**config.mk**
```make
export PLATFORM = sky130hd
export DESIGN_NAME = cdm_datapath
export DESIGN_NICKNAME = d
export VERILOG_FILES = /design/src/core/cdm_pkg.sv /design/src/core/cdm_datapath.sv /design/src/core/cdm_alu.sv
export SDC_FILE = /design/constraint.sdc
export NUM_CORES = 2
export LEC_CHECK = 0
export ABC_AREA = 1
export BUFFER_PORTS_ARGS = -buffer_cell sky130_fd_sc_hd__buf_2
export CAP_MARGIN = 5
export CORE_MARGIN = 2
export CORE_UTILIZATION = 40
export CTS_CLUSTER_DIAMETER = 120
export DETAILED_ROUTE_END_ITERATION = 7
export GPL_ROUTABILITY_DRIVEN = 1
export PLACE_DENSITY = 0.67
export REMOVE_ABC_BUFFERS = 1
export SLEW_MARGIN = 20
export SYNTH_ARGS = -nofsm -noshare
export SYNTH_HDL_FRONTEND = slang
export SYNTH_SLANG_ARGS = --single-unit
```
**constraint.sdc**
```tcl
create_clock -name clk -period 19.5 [get_ports clk]
set_input_delay 3.9 -clock clk [delete_from_list [all_inputs] [get_ports clk]]
set_output_delay 3.9 -clock clk [all_outputs]
set_load 0.005 [all_outputs]
```
**src/core/cdm_pkg.sv**
```systemverilog
// cdm_pkg: constants, command and state carriers of the core datapath
// Overview of operation
// - fixed reset and interrupt entry addresses
// - table reads use index pointer, byte or nibble
// - 12-bit index pointer addresses RAM and table
// - load-index-low copies a RAM nibble
// - load-index-high takes RAM and accumulator nibbles
// - eight 11-bit stack entries, no overflow flag
// - call or interrupt pushes, return pops last
// - push on full stack overwrites entry 0
// - pop on empty stack loads entry 7
// - 96 RAM nibbles, 50h to 6Fh absent
// - direct addressing spans 00h to 7Fh
// - index addressing spans 000h to 1FFh
// - 70h to 7Fh double as working registers
// - add, subtract, logic, shifts, conditional branches
// - decimal adjust after addition table
// - decimal adjust after subtraction table
// - subtraction carry set means no borrow
// - 11-bit program counter reloaded on return
package cdm_pkg;
    // widths and depths
    localparam int PC_W        = 11;
    localparam int STACK_DEPTH = 8;
    localparam int RAM_WORDS   = 96;
    // entry points
    localparam logic [10:0] VEC_RESET    = 11'h000;
    localparam logic [10:0] VEC_PIN      = 11'h010;
    localparam logic [10:0] VEC_PORT     = 11'h014;
    localparam logic [10:0] VEC_TIMER    = 11'h018;
    localparam logic [10:0] VEC_PRESCALE = 11'h01c;
    localparam logic [10:0] VEC_KEYSCAN  = 11'h024;
    localparam logic [10:0] VEC_EXTRA    = 11'h028;
    localparam logic [10:0] PC_STEP      = 11'h001;
    // data RAM map
    localparam logic [8:0] RAM_HOLE_LO = 9'h050;
    localparam logic [8:0] RAM_HOLE_HI = 9'h06f;
    localparam logic [8:0] RAM_TOP     = 9'h07f;
    localparam logic [8:0] WR_BASE     = 9'h070;
    localparam logic [6:0] HOLE_SIZE   = 7'h20;
    // decimal adjust limits
    localparam logic [3:0] DEC_MAX    = 4'h9;
    localparam logic [3:0] ADD_FIX    = 4'h6;
    localparam logic [3:0] SUB_FIX    = 4'ha;
    localparam logic [3:0] ADD_CY_MAX = 4'h3;
    localparam logic [3:0] SUB_MIN    = 4'h6;
    // reset values
    localparam logic [3:0] ACC_RESET   = 4'h0;
    localparam logic       CARRY_RESET = 1'b0;
    localparam logic [2:0] SP_RESET    = 3'h0;

    typedef enum logic [5:0] {
        op_nop, op_ldi, op_ldr, op_str, op_mwr, op_mrw,
        op_add, op_adc, op_sub, op_sbc, op_inc, op_dec,
        op_and, op_eor, op_or, op_sr0, op_sr1, op_sl0, op_sl1,
        decimal_adjust_add_op, decimal_adjust_sub_op,
        load_index_low_op, load_index_high_op,
        op_tbl_byte, op_tbl_nib, op_jmp, op_call, op_int,
        op_ret, op_jb, op_jc, op_jnc, op_jz, op_jnz
    } cdm_op_t;

    typedef enum logic [1:0] {am_direct, am_index, am_work} cdm_amode_t;

    typedef enum logic [2:0] {
        vec_reset, vec_pin, vec_port, vec_timer,
        vec_prescale, vec_keyscan, vec_extra
    } cdm_vec_t;

    typedef struct packed {
        logic       valid;
        cdm_op_t    op;
        cdm_amode_t amode;
        logic [6:0] addr;
        logic [3:0] wreg;
        logic [3:0] imm;
        logic       use_imm;
        logic       store;
        logic [10:0] target;
        cdm_vec_t   vec;
        logic [1:0] bsel;
        logic       nib_hi;
    } cdm_cmd_t;

    typedef struct packed {
        logic [RAM_WORDS-1:0][3:0]        ram;
        logic [STACK_DEPTH-1:0][PC_W-1:0] stack;
        logic [2:0]      stack_ptr;
        logic [PC_W-1:0] program_counter;
        logic [3:0]      accumulator;
        logic            carry_flag;
        logic            zero_flag;
        logic [7:0]      index_pointer_high;
        logic [3:0]      index_pointer_low;
        logic [3:0]      read_data;
        logic [7:0]      table_out;
        logic            done;
    } cdm_state_t;

    // entry address of each interrupt source
    function automatic logic [10:0] vec_addr(input cdm_vec_t v);
        logic [10:0] a;
        a = VEC_RESET;
        case (v)
            vec_pin:      a = VEC_PIN;
            vec_port:     a = VEC_PORT;
            vec_timer:    a = VEC_TIMER;
            vec_prescale: a = VEC_PRESCALE;
            vec_keyscan:  a = VEC_KEYSCAN;
            vec_extra:    a = VEC_EXTRA;
            default:      a = VEC_RESET;
        endcase
        return a;
    endfunction
endpackage

```
**src/core/cdm_datapath.sv**
```systemverilog
// cdm_datapath: program counter, stack, index pointer, RAM and ALU
`timescale 1ns/1ns
module cdm_datapath (
    // clock and reset
    input  wire logic             clk,
    input  wire logic             reset,
    // instruction command, one per cycle
    input  wire cdm_pkg::cdm_cmd_t cmd,
    // table memory data for the current index pointer
    input  wire logic [7:0]       table_data,
    // sequencing state
    output logic [10:0]           program_counter,
    output logic [2:0]            stack_ptr,
    // arithmetic state
    output logic [3:0]            accumulator,
    output logic                  carry_flag,
    output logic                  zero_flag,
    // addressing and read results
    output logic [11:0]           index_pointer,
    output logic [3:0]            read_data,
    output logic [7:0]            table_out,
    output logic                  done
);
    import cdm_pkg::*;

    cdm_state_t st;
    cdm_state_t next_st;

    logic [8:0] eff_addr;
    logic [7:0] op_slot;
    logic [7:0] wr_slot;
    logic [3:0] operand;
    logic [3:0] work_val;
    logic [3:0] alu_b;
    logic [3:0] alu_res;
    logic       alu_cout;
    logic       wr_en;
    logic [7:0] wr_at;
    logic [3:0] wr_val;
    logic [2:0] pop_at;

    // map a 9-bit RAM address onto the 96 cells; bit 7 flags presence
    function automatic logic [7:0] ram_slot(input logic [8:0] a);
        logic [7:0] s;
        s = 8'h00;
        if (a < RAM_HOLE_LO) begin
            s = {1'b1, a[6:0]};
        end else if (a > RAM_HOLE_HI && a <= RAM_TOP) begin
            s = {1'b1, a[6:0] - HOLE_SIZE};
        end
        return s;
    endfunction

    // every output is a state field, so it leaves a flip-flop directly
    assign program_counter = st.program_counter;
    assign stack_ptr       = st.stack_ptr;
    assign accumulator     = st.accumulator;
    assign carry_flag      = st.carry_flag;
    assign zero_flag       = st.zero_flag;
    assign index_pointer   = {st.index_pointer_high,
                              st.index_pointer_low};
    assign read_data       = st.read_data;
    assign table_out       = st.table_out;
    assign done            = st.done;

    // operand address: instruction field, index pointer or work register
    always_comb begin
        eff_addr = {2'b00, cmd.addr};
        if (cmd.amode == am_index) begin
            eff_addr = index_pointer[8:0];
        end else if (cmd.amode == am_work) begin
            eff_addr = WR_BASE | {5'h00, cmd.wreg};
        end
    end

    // absent cells read as zero rather than aliasing
    assign op_slot  = ram_slot(eff_addr);
    assign wr_slot  = ram_slot(WR_BASE | {5'h00, cmd.wreg});
    assign operand  = op_slot[7] ? st.ram[op_slot[6:0]] : 4'h0;
    assign work_val = st.ram[wr_slot[6:0]];
    // decimal adjusts always work on the accumulator, never the immediate
    assign alu_b    = (cmd.use_imm && cmd.op != decimal_adjust_add_op
                       && cmd.op != decimal_adjust_sub_op)
                    ? cmd.imm : st.accumulator;
    assign pop_at   = st.stack_ptr - 3'h1;

    cdm_alu u_alu (
        .op   (cmd.op),
        .a    (operand),
        .b    (alu_b),
        .cin  (st.carry_flag),
        .res  (alu_res),
        .cout (alu_cout)
    );

    // next state; a single RAM write port serves every store
    always_comb begin
        next_st      = st;
        next_st.done = 1'b0;
        wr_en        = 1'b0;
        wr_at        = op_slot;
        wr_val       = st.accumulator;
        if (cmd.valid) begin
            next_st.done            = 1'b1;
            next_st.read_data       = operand;
            next_st.program_counter = st.program_counter + PC_STEP;
            case (cmd.op)
                op_ldi: next_st.accumulator = cmd.imm;
                op_ldr: next_st.accumulator = operand;
                op_str: wr_en = 1'b1;
                op_mwr: begin
                    wr_en  = 1'b1;
                    wr_val = work_val;
                end
                op_mrw: begin
                    wr_en  = 1'b1;
                    wr_at  = wr_slot;
                    wr_val = operand;
                end
                op_add, op_adc, op_sub, op_sbc, op_inc, op_dec,
                op_and, op_eor, op_or, op_sr0, op_sr1, op_sl0,
                op_sl1, decimal_adjust_add_op,
                decimal_adjust_sub_op: begin
                    next_st.accumulator = alu_res;
                    next_st.carry_flag  = alu_cout;
                    wr_en  = cmd.store;
                    wr_val = alu_res;
                end
                load_index_low_op: begin
                    next_st.index_pointer_low = operand;
                end
                load_index_high_op: begin
                    next_st.index_pointer_high = {st.accumulator,
                                                  operand};
                end
                op_tbl_byte: next_st.table_out = table_data;
                op_tbl_nib: begin
                    next_st.table_out = {4'h0, cmd.nib_hi ?
                        table_data[7:4] : table_data[3:0]};
                end
                op_jmp: next_st.program_counter = cmd.target;
                // return address is the instruction after the call
                op_call: begin
                    next_st.stack[st.stack_ptr] =
                        st.program_counter + PC_STEP;
                    next_st.stack_ptr = st.stack_ptr + 3'h1;
                    next_st.program_counter = cmd.target;
                end
                // an interrupt resumes the instruction it displaced
                op_int: begin
                    next_st.stack[st.stack_ptr] =
                        st.program_counter;
                    next_st.stack_ptr = st.stack_ptr + 3'h1;
                    next_st.program_counter = vec_addr(cmd.vec);
                end
                // no underflow flag: an empty stack simply wraps
                op_ret: begin
                    next_st.stack_ptr       = pop_at;
                    next_st.program_counter = st.stack[pop_at];
                end
                op_jb: begin
                    if (st.accumulator[cmd.bsel]) begin
                        next_st.program_counter = cmd.target;
                    end
                end
                op_jc: begin
                    if (st.carry_flag) begin
                        next_st.program_counter = cmd.target;
                    end
                end
                op_jnc: begin
                    if (!st.carry_flag) begin
                        next_st.program_counter = cmd.target;
                    end
                end
                op_jz: begin
                    if (st.zero_flag) begin
                        next_st.program_counter = cmd.target;
                    end
                end
                op_jnz: begin
                    if (!st.zero_flag) begin
                        next_st.program_counter = cmd.target;
                    end
                end
                default: next_st.read_data = operand;
            endcase
            // writes into the hole are dropped
            if (wr_en && wr_at[7]) begin
                next_st.ram[wr_at[6:0]] = wr_val;
            end
            next_st.zero_flag = (next_st.accumulator == 4'h0);
        end
    end

    // state register; RAM contents are cleared for determinism
    always_ff @(posedge clk or posedge reset) begin
        if (reset) begin
            st                 <= '0;
            st.program_counter <= VEC_RESET;
            st.accumulator     <= ACC_RESET;
            st.carry_flag      <= CARRY_RESET;
            st.zero_flag       <= 1'b1;
            st.stack_ptr       <= SP_RESET;
        end else begin
            st <= next_st;
        end
    end

    logic is_push;
    logic is_ret;
    logic hole_dir;
    assign is_push  = cmd.valid && (cmd.op == op_call || cmd.op == op_int);
    assign is_ret   = cmd.valid && cmd.op == op_ret;
    assign hole_dir = cmd.amode == am_direct
                   && {2'b00, cmd.addr} >= RAM_HOLE_LO
                   && {2'b00, cmd.addr} <= RAM_HOLE_HI;
endmodule

```
**src/core/cdm_alu.sv**
```systemverilog
// cdm_alu: nibble arithmetic, logic, shift and decimal adjust
`timescale 1ns/1ns
module cdm_alu (
    // operation
    input  wire cdm_pkg::cdm_op_t op,
    // operands: a from memory, b accumulator or immediate
    input  wire logic [3:0]       a,
    input  wire logic [3:0]       b,
    input  wire logic             cin,
    // result
    output logic [3:0]            res,
    output logic                  cout
);
    import cdm_pkg::*;

    logic [4:0] sum;

    // one case per operation class
    always_comb begin
        sum  = 5'h00;
        res  = a;
        cout = cin;
        case (op)
            op_add, op_adc: begin
                sum  = {1'b0, a} + {1'b0, b} + {4'h0, cin & (op == op_adc)};
                res  = sum[3:0];
                cout = sum[4];
            end
            // carry out of a + ~b + 1 is the inverted borrow
            op_sub, op_sbc: begin
                sum  = {1'b0, a} + {1'b0, ~b}
                     + {4'h0, (op == op_sub) | cin};
                res  = sum[3:0];
                cout = sum[4];
            end
            op_inc: begin
                sum  = {1'b0, a} + 5'h01;
                res  = sum[3:0];
                cout = sum[4];
            end
            op_dec: begin
                sum  = {1'b0, a} + 5'h0f;
                res  = sum[3:0];
                cout = sum[4];
            end
            op_and: res = a & b;
            op_eor: res = a ^ b;
            op_or:  res = a | b;
            op_sr0: res = {1'b0, a[3:1]};
            op_sr1: res = {1'b1, a[3:1]};
            op_sl0: res = {a[2:0], 1'b0};
            op_sl1: res = {a[2:0], 1'b1};
            // combinations outside the table leave the value alone
            decimal_adjust_add_op: begin
                res = b;
                if (!cin && b > DEC_MAX) begin
                    res  = b + ADD_FIX;
                    cout = 1'b1;
                end else if (cin && b <= ADD_CY_MAX) begin
                    res = b + ADD_FIX;
                end
            end
            decimal_adjust_sub_op: begin
                res = b;
                if (!cin && b >= SUB_MIN) begin
                    res = b + SUB_FIX;
                end
            end
            default: res = a;
        endcase
    end
endmodule

```
==> out/metrics.csv <==
stage,metric,value,unit
worst_hold_path,hold_depth,2,
power,p_int,2.07,mW
power,leakagePower,14.3,nW
sta,grt_setup_unrepaired,false,
critical_path,endpoint_kind,register,
yosys,synth-main-ff-cell,dfrtp_1,
worst_hold_path,worstHoldPathType,register to register,
sta,relSlewSlack,29.0,%
outcome,outcome,"complete, no violations",
yosys,ys_async_sr_fraction,100,%
routing,drtIter0Drc,3015,
yosys,synth-seq-cells,517,
routing,vias,26700,
yosys,synth_top_family_by_area,simple AND/OR/NAND/NOR gates,
place,gp_congestion,0.926,
clock_tree,cts_tree,yes,
sta,slew_violations,0,
critical_path,crit_start,cmd[23],
layout,area_growth,9.45,%
die,fp.dieArea,73400,sq um
grt,overflow,0,
critical_path,cp-start-kind,input pin,
power,p_sw_share,36.3,%
yosys,synthMuxAreaShare,0.0703,%
sta,fin_skew,97.7,ps
layout,diodes,0,
clock_tree,clock_sinks,517,
grt,met2_usage,37.5,%
critical_path,reg2reg_from,index_pointer[7],
power,seq_power_share,37.3,%
yosys,yosysSeqAreaShare,45.4,%
worst_hold_path,worstHoldStart,st[119],
yosys,syn_area,28500,sq um
clock_tree,cts_setup_buffers,0,
sta,fin_tns_setup,0,ps
layout,fin_util,44.4,%
layout,nFillCells,7048,
clock_tree,cts_resized,0,
layout,multiInputGateArea,13100,sq um
grt,antenna_found_initial,4,
job,maxCapViolations,0,
clock_tree,clockBufferDepth,3,
sta,setup_viol_count_final,0,
routing,wl_per_cell,19.1,um
sta,finalHoldViolCount,0,
yosys,synth_cells,3875,
critical_path,path_class,input pin to register,
place,placedInstanceArea,29100,sq um
yosys,synth-compound-area-share,12.9,%
clock_tree,clk_pin_slew_worst_paths,60,ps
critical_path,cp_slowest_cell,buf_4,
die,die-height,271,um
clock_tree,numCtsBuffers,55,
grt,grt_max_degree,173,
grt,met3_usage,4.66,%
power,power,3.25,mW
layout,regArea,12900,sq um
yosys,synth-xor-area-share,0.430,%
die,core_area,70300,sq um
place,place_hpwl,58.8,mm
yosys,synthAdderAreaFrac,1.16,%
grt,grt_pass1_vias,24900,
clock_tree,htreeDepth,2,
die,io-pin-count,98,
clock_tree,hold_buffers,0,
clock_tree,clock_latency,670,ps
routing,dr.pass1.iters,8,
sta,fmax,76.4,MHz
die,fp.dieW,271,um
die,start_util,40.5,%
yosys,synth_edf_count,0,
sta,final.min_clock_period,13090,ps
die,num_rows,97,
grt,track_usage,24.6,%
sta,worstMarginPinSlew,1060,ps
place,io_buffers,97,
grt,met1_usage,34.0,%
critical_path,path_max_fanout,78,
layout,layout-drive-gt1-share,7.11,%
grt,grt_pass1_wl,143,mm
yosys,synth_simple_gate_area_share,31.1,%
routing,avgViaCountPerCell,5.55,
power,vdd_drop_max,0.0770,mV
sta,finalCritPeriodShare,67.1,%
critical_path,reg2regPathDepth,35,
yosys,yosys_warnings,0,
power,pwr-share-comb,26.9,%
power,p_clk_share,35.8,%
layout,finalNetCount,3900,
clock_tree,clock-root-buffer,clkbuf_16,
critical_path,cp_slowest_stage_delay,770,ps
yosys,postSynthAreaPerCell,7.35,sq um
critical_path,arrival,13510,ps
power,switchingPower,1.18,mW
layout,final_cell_area,31200,sq um
routing,drt.antenna.violating_nets,0,
routing,drt_wl_total,92.0,mm
power,powerDensity,104,nW/um^2
critical_path,crit_top_cell,nand2_1,
sta,whs,479,ps
grt,grt-busiest-layer,met2,
critical_path,required,19920,ps
yosys,synthDistinctLibCells,58,
routing,drc,0,
[synthesized netlist by cell type, types with 4 or more instances]
library cell / n / area share, %
clkbuf_1: 88 / 1.2
o2111ai_1: 7 / 0.22
o21a_1: 4 / 0.11
nor4_1: 5 / 0.11
xor2_1: 12 / 0.37
nand3_2: 4 / 0.14
a41oi_1: 8 / 0.25
a211oi_1: 10 / 0.26
inv_1: 297 / 3.9
buf_2: 57 / 1.0
o31ai_1: 5 / 0.13
dfrtp_1: 516 / 45
a31oi_1: 6 / 0.13
fa_1: 4 / 0.28
inv_2: 15 / 0.20
nor2_1: 193 / 2.5
nor3_1: 99 / 1.7
buf_1: 9 / 0.12
nand4_1: 7 / 0.15
a2111oi_0: 6 / 0.18
o22ai_1: 23 / 0.51
a21oi_1: 87 / 1.5
ha_1: 20 / 0.88
nand3_1: 564 / 9.9
nand2_1: 1199 / 16
o311ai_0: 7 / 0.22
nand3b_1: 5 / 0.13
o21ai_0: 355 / 6.2
nand2_2: 10 / 0.22
buf_4: 69 / 1.8
o21ai_1: 106 / 1.9
a221oi_1: 8 / 0.25
buf_6: 17 / 0.67
o211ai_1: 18 / 0.47
[stage by stage]
step,setup WS [ps],std cells
floorplan,1160,3635
global route,5790,4807
detailed placement,5800,4704
CTS,6400,4805
global placement,5940,4704
finish,6410,4807
[path summary, 6_finish.rpt]
kind / endpoint / slack, ps
max reg2reg: st[162] / 10070
max: st[162] / 6410
min in group asynchronous: table_out[2] / 3440
min reg2reg: st[119] / 480
min: st[119] / 480
max in group asynchronous: st[431] / 13660
[final cells by class]
class,count,share of cell area [%]
clock buffers,76,5.15
repair buffers,131,2.50
well taps,940,3.77
multi-input cells,2803,41.9
flip-flops and latches,517,41.5
inverters,315,3.83
clock inverters,25,1.37
[cells by family (layout without fill, tap and decap cells)]
kind of cell / Yosys count / after routing
compound gates: 667 / 667
xor+xnor: 14 / 14
fa+ha+maj: 24 / 24
buf+inv: 555 / 547
flops: 517 / 517
mux: 2 / 2
simple gates: 2096 / 2096
[worst max-delay path: cells and delay by family]
family	cells	cell delay, ps
AOI/OAI and AO/OA	4	1060
and+or+nand+nor	21	3480
adders and majority gates	2	680
buffers and inverters	8	4200
[cells in the final DEF (no fill, tap or decap), types with 3 or more instances in the layout]
master,count
clkbuf_1,6
a2111oi_0,6
o21ai_0,354
o2111ai_1,7
xor2_1,12
a31oi_1,6
o211ai_1,18
o31ai_1,5
clkinvlp_4,3
ha_1,20
buf_2,97
o22ai_1,23
fa_1,4
nand3b_1,5
bufinv_16,9
nand2_1,1198
nor4_1,5
dfrtp_1,516
a21oi_1,87
o21ai_1,107
nand2_4,3
clkbuf_16,55
buf_4,31
o21a_1,4
a22oi_1,3
nor3_1,99
a221oi_1,8
inv_1,295
inv_2,15
clkbuf_8,15
a41oi_1,8
nand3_1,564
nor2_1,192
o311ai_0,7
nand2_2,9
a211oi_1,10
clkinv_2,9
nand4_1,7
nand3_2,4
[sequential cells by signal, indices dropped and copies added, names as in the netlist]
register         count
st                 472
done                 1
program_counter     11
zero_flag            1
stack_ptr            3
table_out            8
index_pointer       12
accumulator          4
read_data            4
carry_flag           1
[routing by layer]
metal	vias up	part of all wire (%)	routed length [um]
li1	12700	-	-
met1	12600	43	39400
met2	1237	44	40600
met3	214	8.8	8050
met4	6	4.2	3870
met5	-	0.042	39
[power groups by stage]
stage          combinational, mW  sequential [mW]  clock (mW)
5_1_grt                    0.957             1.22        1.22
2_1_floorplan              0.512             1.22           0
6_report                   0.875             1.21        1.16
3_5_place_dp               0.860             1.23           0
4_1_cts                    0.862             1.21        1.18
3_3_place_gp               0.854             1.23           0
No activity file was read; power rests on OpenSTA's default activity.
